`src/verilog/tpe_pkg.sv`:
```
package tpe_pkg;
    localparam int          ADDR_W          = 16;
    localparam int          DATA_W          = 32;
    // register offsets (byte addresses)
    localparam logic [15:0] OFS_ERR_CTRL    = 16'h8E88;
    localparam logic [15:0] OFS_ERR_STATUS  = 16'h8E90;
    localparam logic [15:0] OFS_INJECT_CTRL = 16'h8EC0;
    localparam logic [15:0] OFS_IRQ_STATUS  = 16'h8F00;
    localparam logic [15:0] OFS_IRQ_MASK    = 16'h8F04;
    localparam logic [15:0] OFS_SEC_CTRL    = 16'h8F08;
    // reset values
    localparam logic [31:0] RST_ERR_CTRL    = 32'h0000_0008;
    localparam logic [31:0] RST_INJECT_CTRL = 32'h0000_0000;
    // field positions
    localparam int          BIT_INJ_DATA    = 0;
    localparam int          BIT_INJ_TAG     = 1;
    localparam int          BIT_FI_EN       = 3;
    localparam int          BIT_NS_RAS      = 0;
    localparam int          BIT_ST_V        = 30;
    localparam int          BIT_ST_OF       = 27;
    localparam int          POS_ST_CE       = 24;
    localparam int          POS_ST_ERROR_SYNDROME_CODE     = 0;
    localparam int          BIT_PROT_NS     = 1;
    // status codes
    localparam logic [1:0]  CE_NONE         = 2'h0;
    localparam logic [1:0]  CE_CORRECTED    = 2'h2;
    localparam logic [1:0]  CE_CLEAR_CODE   = 2'h3;
    localparam logic [7:0]  ERROR_SYNDROME_CODE_NONE       = 8'h00;
    localparam logic [7:0]  ERROR_SYNDROME_CODE_TAG        = 8'h07;
    localparam logic [7:0]  ERROR_SYNDROME_CODE_DATA       = 8'h08;
    // interrupt status bits
    localparam int          IRQ_N           = 3;
    localparam int          IRQ_TAG_FAULT   = 0;
    localparam int          IRQ_DATA_FAULT  = 1;
    localparam int          IRQ_OVERFLOW    = 2;
endpackage

```
`src/verilog/tpe_fault_rec.sv`:
```
module tpe_fault_rec
    import tpe_pkg::*;
(
    input  wire logic        clk_i,
    input  wire logic        rst_n_i,
    input  wire logic        fault_i,
    input  wire logic        tag_err_i,
    input  wire logic        wr_i,
    input  wire logic [31:0] wdata_i,
    output logic             valid_o,
    output logic             ovf_o,
    output logic [1:0]       ce_o,
    output logic [7:0]       error_syndrome_code_o
);
    logic       v_q, v_d;
    logic       of_q, of_d;
    logic [1:0] ce_q, ce_d;
    logic [7:0] error_syndrome_code_q, error_syndrome_code_d;
    logic       clr_of, clr_ce, clr_v;

    always_comb
    begin
        clr_of = wr_i && wdata_i[BIT_ST_OF];
        clr_ce = wr_i && (wdata_i[POS_ST_CE +: 2] == CE_CLEAR_CODE)
                 && (!of_q || clr_of);
        clr_v  = wr_i && wdata_i[BIT_ST_V] && (ce_q == CE_NONE || clr_ce);
        v_d    = clr_v ? 1'b0 : v_q;
        of_d   = clr_of ? 1'b0 : of_q;
        ce_d   = clr_ce ? CE_NONE : ce_q;
        error_syndrome_code_d = clr_ce ? ERROR_SYNDROME_CODE_NONE : error_syndrome_code_q;
        // a fault in the clearing cycle wins over the clear
        if (fault_i)
        begin
            v_d = 1'b1;
            ce_d = CE_CORRECTED;
            if (ce_q != CE_NONE && !clr_ce)
                of_d = 1'b1;
            else
                error_syndrome_code_d = tag_err_i ? ERROR_SYNDROME_CODE_TAG : ERROR_SYNDROME_CODE_DATA;
        end
    end

    always_ff @(posedge clk_i)
    begin
        if (!rst_n_i)
        begin
            v_q    <= 1'b0;
            of_q   <= 1'b0;
            ce_q   <= CE_NONE;
            error_syndrome_code_q <= ERROR_SYNDROME_CODE_NONE;
        end
        else
        begin
            v_q    <= v_d;
            of_q   <= of_d;
            ce_q   <= ce_d;
            error_syndrome_code_q <= error_syndrome_code_d;
        end
    end

    assign valid_o = v_q;
    assign ovf_o   = of_q;
    assign ce_o    = ce_q;
    assign error_syndrome_code_o  = error_syndrome_code_q;

    a_tag_code: assert property (@(posedge clk_i)
        disable iff (!rst_n_i)
        fault_i && tag_err_i && ce_q == CE_NONE |=> error_syndrome_code_q == ERROR_SYNDROME_CODE_TAG)
        else $error("tag fault not coded 0x07");
    a_data_code: assert property (@(posedge clk_i)
        disable iff (!rst_n_i)
        fault_i && !tag_err_i && ce_q == CE_NONE |=> error_syndrome_code_q == ERROR_SYNDROME_CODE_DATA)
        else $error("data fault not coded 0x08");
    a_ce_set: assert property (@(posedge clk_i)
        disable iff (!rst_n_i)
        fault_i |=> ce_q == CE_CORRECTED && v_q)
        else $error("fault did not set corrected status");
    a_ovf_set: assert property (@(posedge clk_i)
        disable iff (!rst_n_i)
        fault_i && ce_q != CE_NONE && !wr_i |=> of_q && $stable(error_syndrome_code_q))
        else $error("second fault did not set overflow");
endmodule

```
`src/verilog/tpe_irq_ctl.sv`:
```
module tpe_irq_ctl
    import tpe_pkg::*;
#(
    parameter int N = IRQ_N
)
(
    input  wire logic         clk_i,
    input  wire logic         rst_n_i,
    input  wire logic [N-1:0] event_i,
    input  wire logic         status_wr_i,
    input  wire logic         mask_wr_i,
    input  wire logic [N-1:0] wdata_i,
    output logic [N-1:0]      status_o,
    output logic [N-1:0]      mask_o,
    output logic              irq_o
);
    logic [N-1:0] status_q, status_d;
    logic [N-1:0] mask_q, mask_d;

    always_comb
    begin
        // sticky, write one to clear; a new event wins
        status_d = (status_q & ~(status_wr_i ? wdata_i : '0)) | event_i;
        mask_d   = mask_wr_i ? wdata_i : mask_q;
    end

    always_ff @(posedge clk_i)
    begin
        if (!rst_n_i)
        begin
            status_q <= '0;
            mask_q   <= '0;
        end
        else
        begin
            status_q <= status_d;
            mask_q   <= mask_d;
        end
    end

    assign status_o = status_q;
    assign mask_o   = mask_q;
    assign irq_o    = |(status_q & mask_q);

    a_event_sticky: assert property (@(posedge clk_i) disable iff (!rst_n_i)
        |event_i |=> (status_q & $past(event_i)) == $past(event_i))
        else $error("event lost from status");
endmodule

```
`src/verilog/tpe_inject_top.sv`:
```
// Our own choice: the APB interface to the registers.
module tpe_inject_top
    import tpe_pkg::*;
(
    input  wire logic                 CORE_CLK_I,
    input  wire logic                 RST_N_I,
    input  wire logic                 PSEL_I,
    input  wire logic                 PENABLE_I,
    input  wire logic                 PWRITE_I,
    input  wire logic [tpe_pkg::ADDR_W-1:0] PADDR_I,
    input  wire logic [tpe_pkg::DATA_W-1:0] PWDATA_I,
    input  wire logic [2:0]           PPROT_I,
    output logic                      PREADY_O,
    output logic [tpe_pkg::DATA_W-1:0] PRDATA_O,
    output logic                      PSLVERR_O,
    input  wire logic                 TLB_WRITE_I,
    output logic                      TLB_WR_TAG_PERR_O,
    output logic                      TLB_WR_DATA_PERR_O,
    input  wire logic                 TLB_USE_I,
    input  wire logic                 TLB_TAG_PERR_I,
    input  wire logic                 TLB_DATA_PERR_I,
    input  wire logic                 TLB_INJECTED_I,
    output logic                      FAULT_O,
    output logic                      FMU_REPORT_O,
    output logic                      RAS_IRPT_O,
    output logic                      IRQ_O
);
    logic [1:0]       inject_q, inject_d;
    logic             fi_en_q, fi_en_d;
    logic             ns_ras_q, ns_ras_d;
    logic [31:0]      rdata_q, rdata_d;
    logic             slverr_q, slverr_d;
    logic             wr_tag_q, wr_tag_d;
    logic             wr_data_q, wr_data_d;
    logic             fault_q, fault_d;
    logic             fmu_q, fmu_d;
    logic             setup, access, wr_acc, nonsecure, allowed, hit;
    logic             fault_now, tag_now;
    logic             st_v, st_of;
    logic [1:0]       st_ce;
    logic [7:0]       st_error_syndrome_code;
    logic [IRQ_N-1:0] irq_status, irq_mask, irq_event;

    function automatic logic addr_is(input logic [15:0] a,
                                     input logic [15:0] ofs);
        return a == ofs;
    endfunction

    assign setup     = PSEL_I && !PENABLE_I;
    assign access    = PSEL_I && PENABLE_I;
    assign wr_acc    = access && PWRITE_I && !slverr_q;
    assign nonsecure = PPROT_I[BIT_PROT_NS];
    assign allowed   = !nonsecure || ns_ras_q;
    assign hit = addr_is(PADDR_I, OFS_ERR_CTRL)
              || addr_is(PADDR_I, OFS_ERR_STATUS)
              || addr_is(PADDR_I, OFS_INJECT_CTRL)
              || addr_is(PADDR_I, OFS_IRQ_STATUS)
              || addr_is(PADDR_I, OFS_IRQ_MASK)
              || addr_is(PADDR_I, OFS_SEC_CTRL);

    assign fault_now = TLB_USE_I && (TLB_TAG_PERR_I || TLB_DATA_PERR_I);
    assign tag_now   = TLB_TAG_PERR_I;

    always_comb
    begin
        inject_d  = inject_q;
        fi_en_d   = fi_en_q;
        ns_ras_d  = ns_ras_q;
        rdata_d   = rdata_q;
        slverr_d  = slverr_q;
        if (setup)
        begin
            slverr_d = !hit;
            rdata_d  = '0;
            if (allowed && !PWRITE_I)
            begin
                if (addr_is(PADDR_I, OFS_INJECT_CTRL))
                    rdata_d[1:0] = inject_q;
                if (addr_is(PADDR_I, OFS_ERR_CTRL))
                    rdata_d[BIT_FI_EN] = fi_en_q;
                if (addr_is(PADDR_I, OFS_ERR_STATUS))
                begin
                    rdata_d[BIT_ST_V]          = st_v;
                    rdata_d[BIT_ST_OF]         = st_of;
                    rdata_d[POS_ST_CE +: 2]    = st_ce;
                    rdata_d[POS_ST_ERROR_SYNDROME_CODE +: 8]  = st_error_syndrome_code;
                end
                if (addr_is(PADDR_I, OFS_IRQ_STATUS))
                    rdata_d[IRQ_N-1:0] = irq_status;
                if (addr_is(PADDR_I, OFS_IRQ_MASK))
                    rdata_d[IRQ_N-1:0] = irq_mask;
            end
            if (!nonsecure && !PWRITE_I && addr_is(PADDR_I, OFS_SEC_CTRL))
                rdata_d[BIT_NS_RAS] = ns_ras_q;
        end
        if (wr_acc && allowed)
        begin
            if (addr_is(PADDR_I, OFS_INJECT_CTRL))
                inject_d = PWDATA_I[BIT_INJ_TAG:BIT_INJ_DATA];
            if (addr_is(PADDR_I, OFS_ERR_CTRL))
                fi_en_d = PWDATA_I[BIT_FI_EN];
        end
        if (wr_acc && !nonsecure && addr_is(PADDR_I, OFS_SEC_CTRL))
            ns_ras_d = PWDATA_I[BIT_NS_RAS];
    end

    always_comb
    begin
        wr_tag_d  = TLB_WRITE_I && inject_q[BIT_INJ_TAG];
        wr_data_d = TLB_WRITE_I && inject_q[BIT_INJ_DATA];
        fault_d   = fault_now;
        fmu_d     = fault_now && !TLB_INJECTED_I;
    end

    always_ff @(posedge CORE_CLK_I)
    begin
        if (!RST_N_I)
        begin
            inject_q  <= RST_INJECT_CTRL[1:0];
            fi_en_q   <= RST_ERR_CTRL[BIT_FI_EN];
            ns_ras_q  <= 1'b0;
            rdata_q   <= '0;
            slverr_q  <= 1'b0;
            wr_tag_q  <= 1'b0;
            wr_data_q <= 1'b0;
            fault_q   <= 1'b0;
            fmu_q     <= 1'b0;
        end
        else
        begin
            inject_q  <= inject_d;
            fi_en_q   <= fi_en_d;
            ns_ras_q  <= ns_ras_d;
            rdata_q   <= rdata_d;
            slverr_q  <= slverr_d;
            wr_tag_q  <= wr_tag_d;
            wr_data_q <= wr_data_d;
            fault_q   <= fault_d;
            fmu_q     <= fmu_d;
        end
    end

    tpe_fault_rec u_rec (
        .clk_i     (CORE_CLK_I),
        .rst_n_i   (RST_N_I),
        .fault_i   (fault_now),
        .tag_err_i (tag_now),
        .wr_i      (wr_acc && allowed
                    && addr_is(PADDR_I, OFS_ERR_STATUS)),
        .wdata_i   (PWDATA_I),
        .valid_o   (st_v),
        .ovf_o     (st_of),
        .ce_o      (st_ce),
        .error_syndrome_code_o    (st_error_syndrome_code)
    );

    always_comb
    begin
        irq_event = '0;
        irq_event[IRQ_TAG_FAULT]  = fault_now && tag_now;
        irq_event[IRQ_DATA_FAULT] = fault_now && !tag_now;
        irq_event[IRQ_OVERFLOW]   = fault_now && st_ce != CE_NONE;
    end

    tpe_irq_ctl #(.N(IRQ_N)) u_irq (
        .clk_i       (CORE_CLK_I),
        .rst_n_i     (RST_N_I),
        .event_i     (irq_event),
        .status_wr_i (wr_acc && allowed
                      && addr_is(PADDR_I, OFS_IRQ_STATUS)),
        .mask_wr_i   (wr_acc && allowed
                      && addr_is(PADDR_I, OFS_IRQ_MASK)),
        .wdata_i     (PWDATA_I[IRQ_N-1:0]),
        .status_o    (irq_status),
        .mask_o      (irq_mask),
        .irq_o       (IRQ_O)
    );

    assign PREADY_O           = 1'b1;
    assign PRDATA_O           = rdata_q;
    assign PSLVERR_O          = access && slverr_q;
    assign TLB_WR_TAG_PERR_O  = wr_tag_q;
    assign TLB_WR_DATA_PERR_O = wr_data_q;
    assign FAULT_O            = fault_q;
    assign FMU_REPORT_O       = fmu_q;
    assign RAS_IRPT_O         = fi_en_q && st_v;

    a_ns_raz: assert property (@(posedge CORE_CLK_I)
        disable iff (!RST_N_I)
        setup && nonsecure && !ns_ras_q |=> PRDATA_O == '0)
        else $error("non-secure read not zero");
    a_ns_wi: assert property (@(posedge CORE_CLK_I)
        disable iff (!RST_N_I)
        access && nonsecure && !ns_ras_q |=> $stable(inject_q)
        && $stable(fi_en_q))
        else $error("non-secure write took effect");
    a_sec_ctrl_wi: assert property (@(posedge CORE_CLK_I)
        disable iff (!RST_N_I)
        access && PWRITE_I && nonsecure |=> $stable(ns_ras_q))
        else $error("non-secure write changed access control");

    a_tag_inject: assert property (@(posedge CORE_CLK_I)
        disable iff (!RST_N_I)
        TLB_WRITE_I |=> TLB_WR_TAG_PERR_O == $past(inject_q[BIT_INJ_TAG]))
        else $error("tag inject mismatch");
    a_data_inject: assert property (@(posedge CORE_CLK_I)
        disable iff (!RST_N_I)
        TLB_WRITE_I |=> TLB_WR_DATA_PERR_O == $past(inject_q[BIT_INJ_DATA]))
        else $error("data inject mismatch");
    a_wr_quiet: assert property (@(posedge CORE_CLK_I)
        disable iff (!RST_N_I)
        !TLB_WRITE_I |=> !TLB_WR_TAG_PERR_O && !TLB_WR_DATA_PERR_O)
        else $error("parity error marked without a buffer write");

    a_no_fmu: assert property (@(posedge CORE_CLK_I)
        disable iff (!RST_N_I)
        fault_now && TLB_INJECTED_I |=> FAULT_O && !FMU_REPORT_O)
        else $error("injected fault sent to fault manager");
    a_fmu_real: assert property (@(posedge CORE_CLK_I)
        disable iff (!RST_N_I)
        fault_now && !TLB_INJECTED_I |=> FAULT_O && FMU_REPORT_O)
        else $error("real fault not sent to fault manager");
    a_fault_quiet: assert property (@(posedge CORE_CLK_I)
        disable iff (!RST_N_I)
        !fault_now |=> !FAULT_O && !FMU_REPORT_O)
        else $error("fault reported without a parity error");
    a_inj_corrected: assert property (@(posedge CORE_CLK_I)
        disable iff (!RST_N_I)
        fault_now && TLB_INJECTED_I |=> st_v && st_ce == CE_CORRECTED)
        else $error("injected fault not recorded as correctable");

    a_tag_irq: assert property (@(posedge CORE_CLK_I)
        disable iff (!RST_N_I)
        fault_now && TLB_TAG_PERR_I |=> irq_status[IRQ_TAG_FAULT])
        else $error("tag fault not flagged");
    a_tag_hides: assert property (@(posedge CORE_CLK_I)
        disable iff (!RST_N_I)
        fault_now && TLB_TAG_PERR_I && !irq_status[IRQ_DATA_FAULT]
        |=> !irq_status[IRQ_DATA_FAULT])
        else $error("data fault flagged beside a tag fault");

    a_irq_gate: assert property (@(posedge CORE_CLK_I)
        disable iff (!RST_N_I)
        fault_now && fi_en_q && !PSEL_I |=> RAS_IRPT_O)
        else $error("fault interrupt missing");
    a_irq_off: assert property (@(posedge CORE_CLK_I)
        disable iff (!RST_N_I)
        !fi_en_q |-> !RAS_IRPT_O)
        else $error("interrupt while disabled");
    a_irq_out: assert property (@(posedge CORE_CLK_I)
        disable iff (!RST_N_I)
        fault_now && TLB_TAG_PERR_I && irq_mask[IRQ_TAG_FAULT] && !PSEL_I
        |=> IRQ_O)
        else $error("unmasked tag fault gave no interrupt");
    a_irq_quiet: assert property (@(posedge CORE_CLK_I)
        disable iff (!RST_N_I)
        irq_mask == '0 && !PSEL_I |=> !IRQ_O)
        else $error("interrupt with all sources masked");

    a_reset_clear: assert property (@(posedge CORE_CLK_I)
        !RST_N_I |=> inject_q == 2'h0 && !TLB_WR_TAG_PERR_O)
        else $error("inject bits not clear after reset");
    a_inject_write: assert property (@(posedge CORE_CLK_I)
        disable iff (!RST_N_I)
        access && PWRITE_I && allowed && addr_is(PADDR_I, OFS_INJECT_CTRL)
        |=> inject_q == $past(PWDATA_I[BIT_INJ_TAG:BIT_INJ_DATA]))
        else $error("inject write not stored");
    a_inject_hold: assert property (@(posedge CORE_CLK_I)
        disable iff (!RST_N_I)
        !(access && PWRITE_I) |=> $stable(inject_q))
        else $error("inject bits changed without a write");
    a_rdata_inject: assert property (@(posedge CORE_CLK_I)
        disable iff (!RST_N_I)
        setup && allowed && !PWRITE_I && addr_is(PADDR_I, OFS_INJECT_CTRL)
        |=> PRDATA_O == {30'h0, $past(inject_q)})
        else $error("inject read wrong or reserved bits set");

    a_unmapped_err: assert property (@(posedge CORE_CLK_I)
        disable iff (!RST_N_I)
        setup && !hit ##1 access |-> PSLVERR_O)
        else $error("unmapped access gave no error");
    a_unmapped_rd: assert property (@(posedge CORE_CLK_I)
        disable iff (!RST_N_I)
        setup && !hit |=> PRDATA_O == '0)
        else $error("unmapped read not zero");
    a_rdata_hold: assert property (@(posedge CORE_CLK_I)
        disable iff (!RST_N_I)
        !setup |=> $stable(PRDATA_O))
        else $error("read data moved outside a setup cycle");
    c_tag_write: cover property (@(posedge CORE_CLK_I) TLB_WR_TAG_PERR_O);
    c_both_fault: cover property (@(posedge CORE_CLK_I)
        fault_now && TLB_TAG_PERR_I && TLB_DATA_PERR_I);
    c_overflow: cover property (@(posedge CORE_CLK_I) st_of);
    c_ns_block: cover property (@(posedge CORE_CLK_I)
        access && nonsecure && !ns_ras_q);
    c_ns_open: cover property (@(posedge CORE_CLK_I)
        access && nonsecure && ns_ras_q);
endmodule

```
`config.mk`:
```
export PLATFORM = sky130hd
export DESIGN_NAME = tpe_inject_top
export DESIGN_NICKNAME = d
export VERILOG_FILES = /design/src/verilog/tpe_pkg.sv /design/src/verilog/tpe_fault_rec.sv /design/src/verilog/tpe_irq_ctl.sv /design/src/verilog/tpe_inject_top.sv
export SDC_FILE = /design/constraint.sdc
export NUM_CORES = 1
export LEC_CHECK = 0
export BUFFER_PORTS_ARGS = -buffer_cell sky130_fd_sc_hd__buf_2
export CAP_MARGIN = 20
export CELL_PAD_IN_SITES_DETAIL_PLACEMENT = 1
export CELL_PAD_IN_SITES_GLOBAL_PLACEMENT = 1
export CORE_MARGIN = 2
export CORE_UTILIZATION = 28
export DETAILED_ROUTE_END_ITERATION = 6
export PLACE_DENSITY = 0.84
export SLEW_MARGIN = 5
export SYNTH_ARGS = -nofsm -noshare
export SYNTH_HDL_FRONTEND = slang
export SYNTH_SLANG_ARGS = --single-unit
```
`constraint.sdc`:
```
create_clock -name CORE_CLK_I -period 2.3 [get_ports CORE_CLK_I]
set_input_delay 0.575 -clock CORE_CLK_I [delete_from_list [all_inputs] [get_ports CORE_CLK_I]]
set_output_delay 0.575 -clock CORE_CLK_I [all_outputs]
set_load 0.1 [all_outputs]
```
==> reports/summary.txt <==
status -> completed
Port Buffers -> 52
vias per std cell -> 4.77
Final Max Tran Viols -> 0
largest net degree at the start of global routing -> 23
Max clock buf depth -> 2
met3 usage -> 3.71%
hold buffer count at cts -> 0
layout cells sized above 1 -> 35.3%
kind of critical path -> in -> reg
Ys Warns -> 0
max-cap violations -> 0
sw frac -> 33.8%
Seq/Total Area, Yosys -> 38.7%
CP required -> 2470 ps
DRC viols -> 0
crit-path max FO -> 4
fin nets -> 350
average size of a mapped cell -> 8.87 µm²
CTS root buf -> clkbuf_8
chip width -> 86.7 µm
GRT Total Usage -> 13.9%
slowest cell on the critical path -> or4b_4
DRT Pass-1 Iters -> 4
startpoint types -> primary input
Inserted Diodes -> 0
DRT antenna net count -> 0
Cell Chain, Critical Path -> buf_2 > or4b_4 > or4_4 > or3_4 > o211ai_1 > nand2_1
Total Power -> 1.45 mW
Syn Inst Count -> 216
fin crit share -> 95.6%
P&R area growth vs syn -> 28.3%
combinational share of power -> 22.5%
GR peak layer -> met2
commonest non-fill, non-tap cell in the layout -> buf_2
die height -> 86.7 µm
Internal -> 961 µW
P per Cell Area -> 590 nW/µm²
total core area -> 6720 µm²
Crit path arrival time -> 2370 ps
Starting DRT DRC Count -> 54
vias in the first global route -> 1732
initial antenna violation count -> 0
Static Leak -> 1.12 nW
commonest cells after routing, fill and taps aside -> buf_2 (52), dfxtp_1 (37), buf_4 (24)
post-cts sizing count -> 0
routed wire length -> 5050 µm
# rows -> 30
Initial Util -> 28.5%
Critical Path Sink Type -> flip-flop
final RePlAce weighted congestion -> 0.859
maximum clock rate -> 455 MHz
Min-Delay Path Class -> in -> reg
post-synth top area share -> 38.7%
first-pass GRT wire length -> 8340 µm
post-CTS setup buffers -> 0
Hold Fails Final Rpt -> 0
RSZ-0062 raised after global routing -> false
synth top area cells -> dfxtp_1 (39%), buf_4 (8.6%), nor2b_1 (4.9%)
Final min period -> 2200 ps
non-filler cells in the finished layout -> 369
area leader, netlist -> dfxtp_1
met1 Use GR -> 17.7%
GR Util met2 -> 24.3%
CTS Buf Count -> 5
CTS tree -> built
Sw Pwr -> 490 µW
DIE AREA -> 7520 µm²
clock network power share -> 31.6%
Ports -> 101
# H-tree levels -> 2
Placed Cells -> 362
Worst-path clk slew -> 70 ps
Final Skew -> 3.55 ps
Worst-Skew Late Latency -> 280 ps
final setup fails -> 0
Cell Area, Synth -> 1920 µm²
Seq pwr share -> 45.9%
clock sinks -> 37
vias -> 1759
WL/cell -> 13.7 µm
number of synthesized register bits -> 37
grt total ovfl -> 0
crit-path max cell delay -> 540 ps
post-synthesis cell type count -> 47
peak supply drop -> 0.000203 V
dpl hpwl -> 4060 µm
## flip-flops by register name (all words and copies together), names as in the netlist
name	count
FAULT_O	1
FMU_REPORT_O	1
PRDATA_O	11
TLB_WR_DATA_PERR_O	1
TLB_WR_TAG_PERR_O	1
fi_en_q	1
inject_q	2
ns_ras_q	1
slverr_q	1
u_irq.mask_o	3
u_irq.status_o	3
u_rec.ce_o	1
u_rec.error_syndrome_code_o	8
u_rec.ovf_o	1
u_rec.valid_o	1
## path summary, 6_finish.rpt
check	from	end	slack [ps]	cells after the start
worst max register to register	slverr_q	u_rec.valid_o	480	5
worst max-delay path	PADDR_I[13]	u_rec.valid_o	100	6
worst min register to register	u_rec.error_syndrome_code_o[5]	u_rec.error_syndrome_code_o[5]	470	1
worst min-delay path	TLB_INJECTED_I	FMU_REPORT_O	440	2
## final cells by class
class                           instances  area (µm²)
Inverter                                7        26.3
Tap cell                               80         100
Clock inverter                          1        7.51
Clock buffer                            6        82.6
Multi-Input combinational cell        161        1040
Fill cell                             826        4260
Sequential cell                        37         741
Timing Repair Buffer                   77         460
## cell usage after synthesis (all sizes together)
cell	number
nand2b	4
nand4	1
a211oi	2
or4b	1
inv	7
nor4	3
or4bb	1
mux2	3
nor2b	15
a22oi	12
dfxtp	37
buf	23
nor3b	3
a222oi	1
and2	6
o41ai	1
nand2	12
conb	2
or2	1
nor4b	1
nor3	4
clkbuf	8
nand3	9
or4	2
o21a	1
nor2	7
or3	4
o2bb2ai	1
a21o	3
a21oi	4
o31ai	2
or3b	2
a31o	1
and3	6
a31oi	3
o21ai	11
a21boi	5
nand4b	2
mux2i	3
o211ai	2
## metal layers
metal | routed length [µm] | vias to the layer above
li1 | - | 874
met1 | 2270 | 841
met2 | 2520 | 44
met3 | 266 | 0
met4 | 0 | 0
met5 | 0 | -
## logic make-up after synthesis
group	after synthesis	synth area share (%)
AND/OR/NAND/NOR	84	27.6
other	2	0.392
multiplexers	6	3.33
flip-flops	37	38.7
buffers and inverters	38	12.1
AO/OA/AOI/OAI	49	17.9
## power groups by stage
stage	registers, mW	clock network, mW	logic (mW)
after global placement	0.680	0	0.321
after global routing	0.667	0.504	0.346
final	0.666	0.458	0.327
after floorplan	0.688	0	0.269
after detailed placement	0.681	0	0.326
after CTS	0.666	0.471	0.327
## critical path, delay by kind of cell
kind                   cells  cell delay [ps]
buffers and inverters      1               90
AO/OA/AOI/OAI              1              170
AND/OR/NAND/NOR            4             1530
## metrics by stage
stage / setup WS (ps) / hold slack (ps) / utilization (%) / setup TNS (ps) / area, µm²
6_report: 100 / 436 / 36.6 / 0 / 2460
5_1_grt: 15.6 / 446 / 36.6 / 0 / 2460
4_1_cts: 55.5 / 434 / 36.5 / 0 / 2450
3_5_place_dp: -242 / 450 / 35.1 / -3430 / 2360
3_3_place_gp: -175 / 443 / 35.1 / -2730 / 2360
2_1_floorplan: -60.0 / 427 / - / -123 / 2010
No activity file was read; power rests on OpenSTA's default activity.
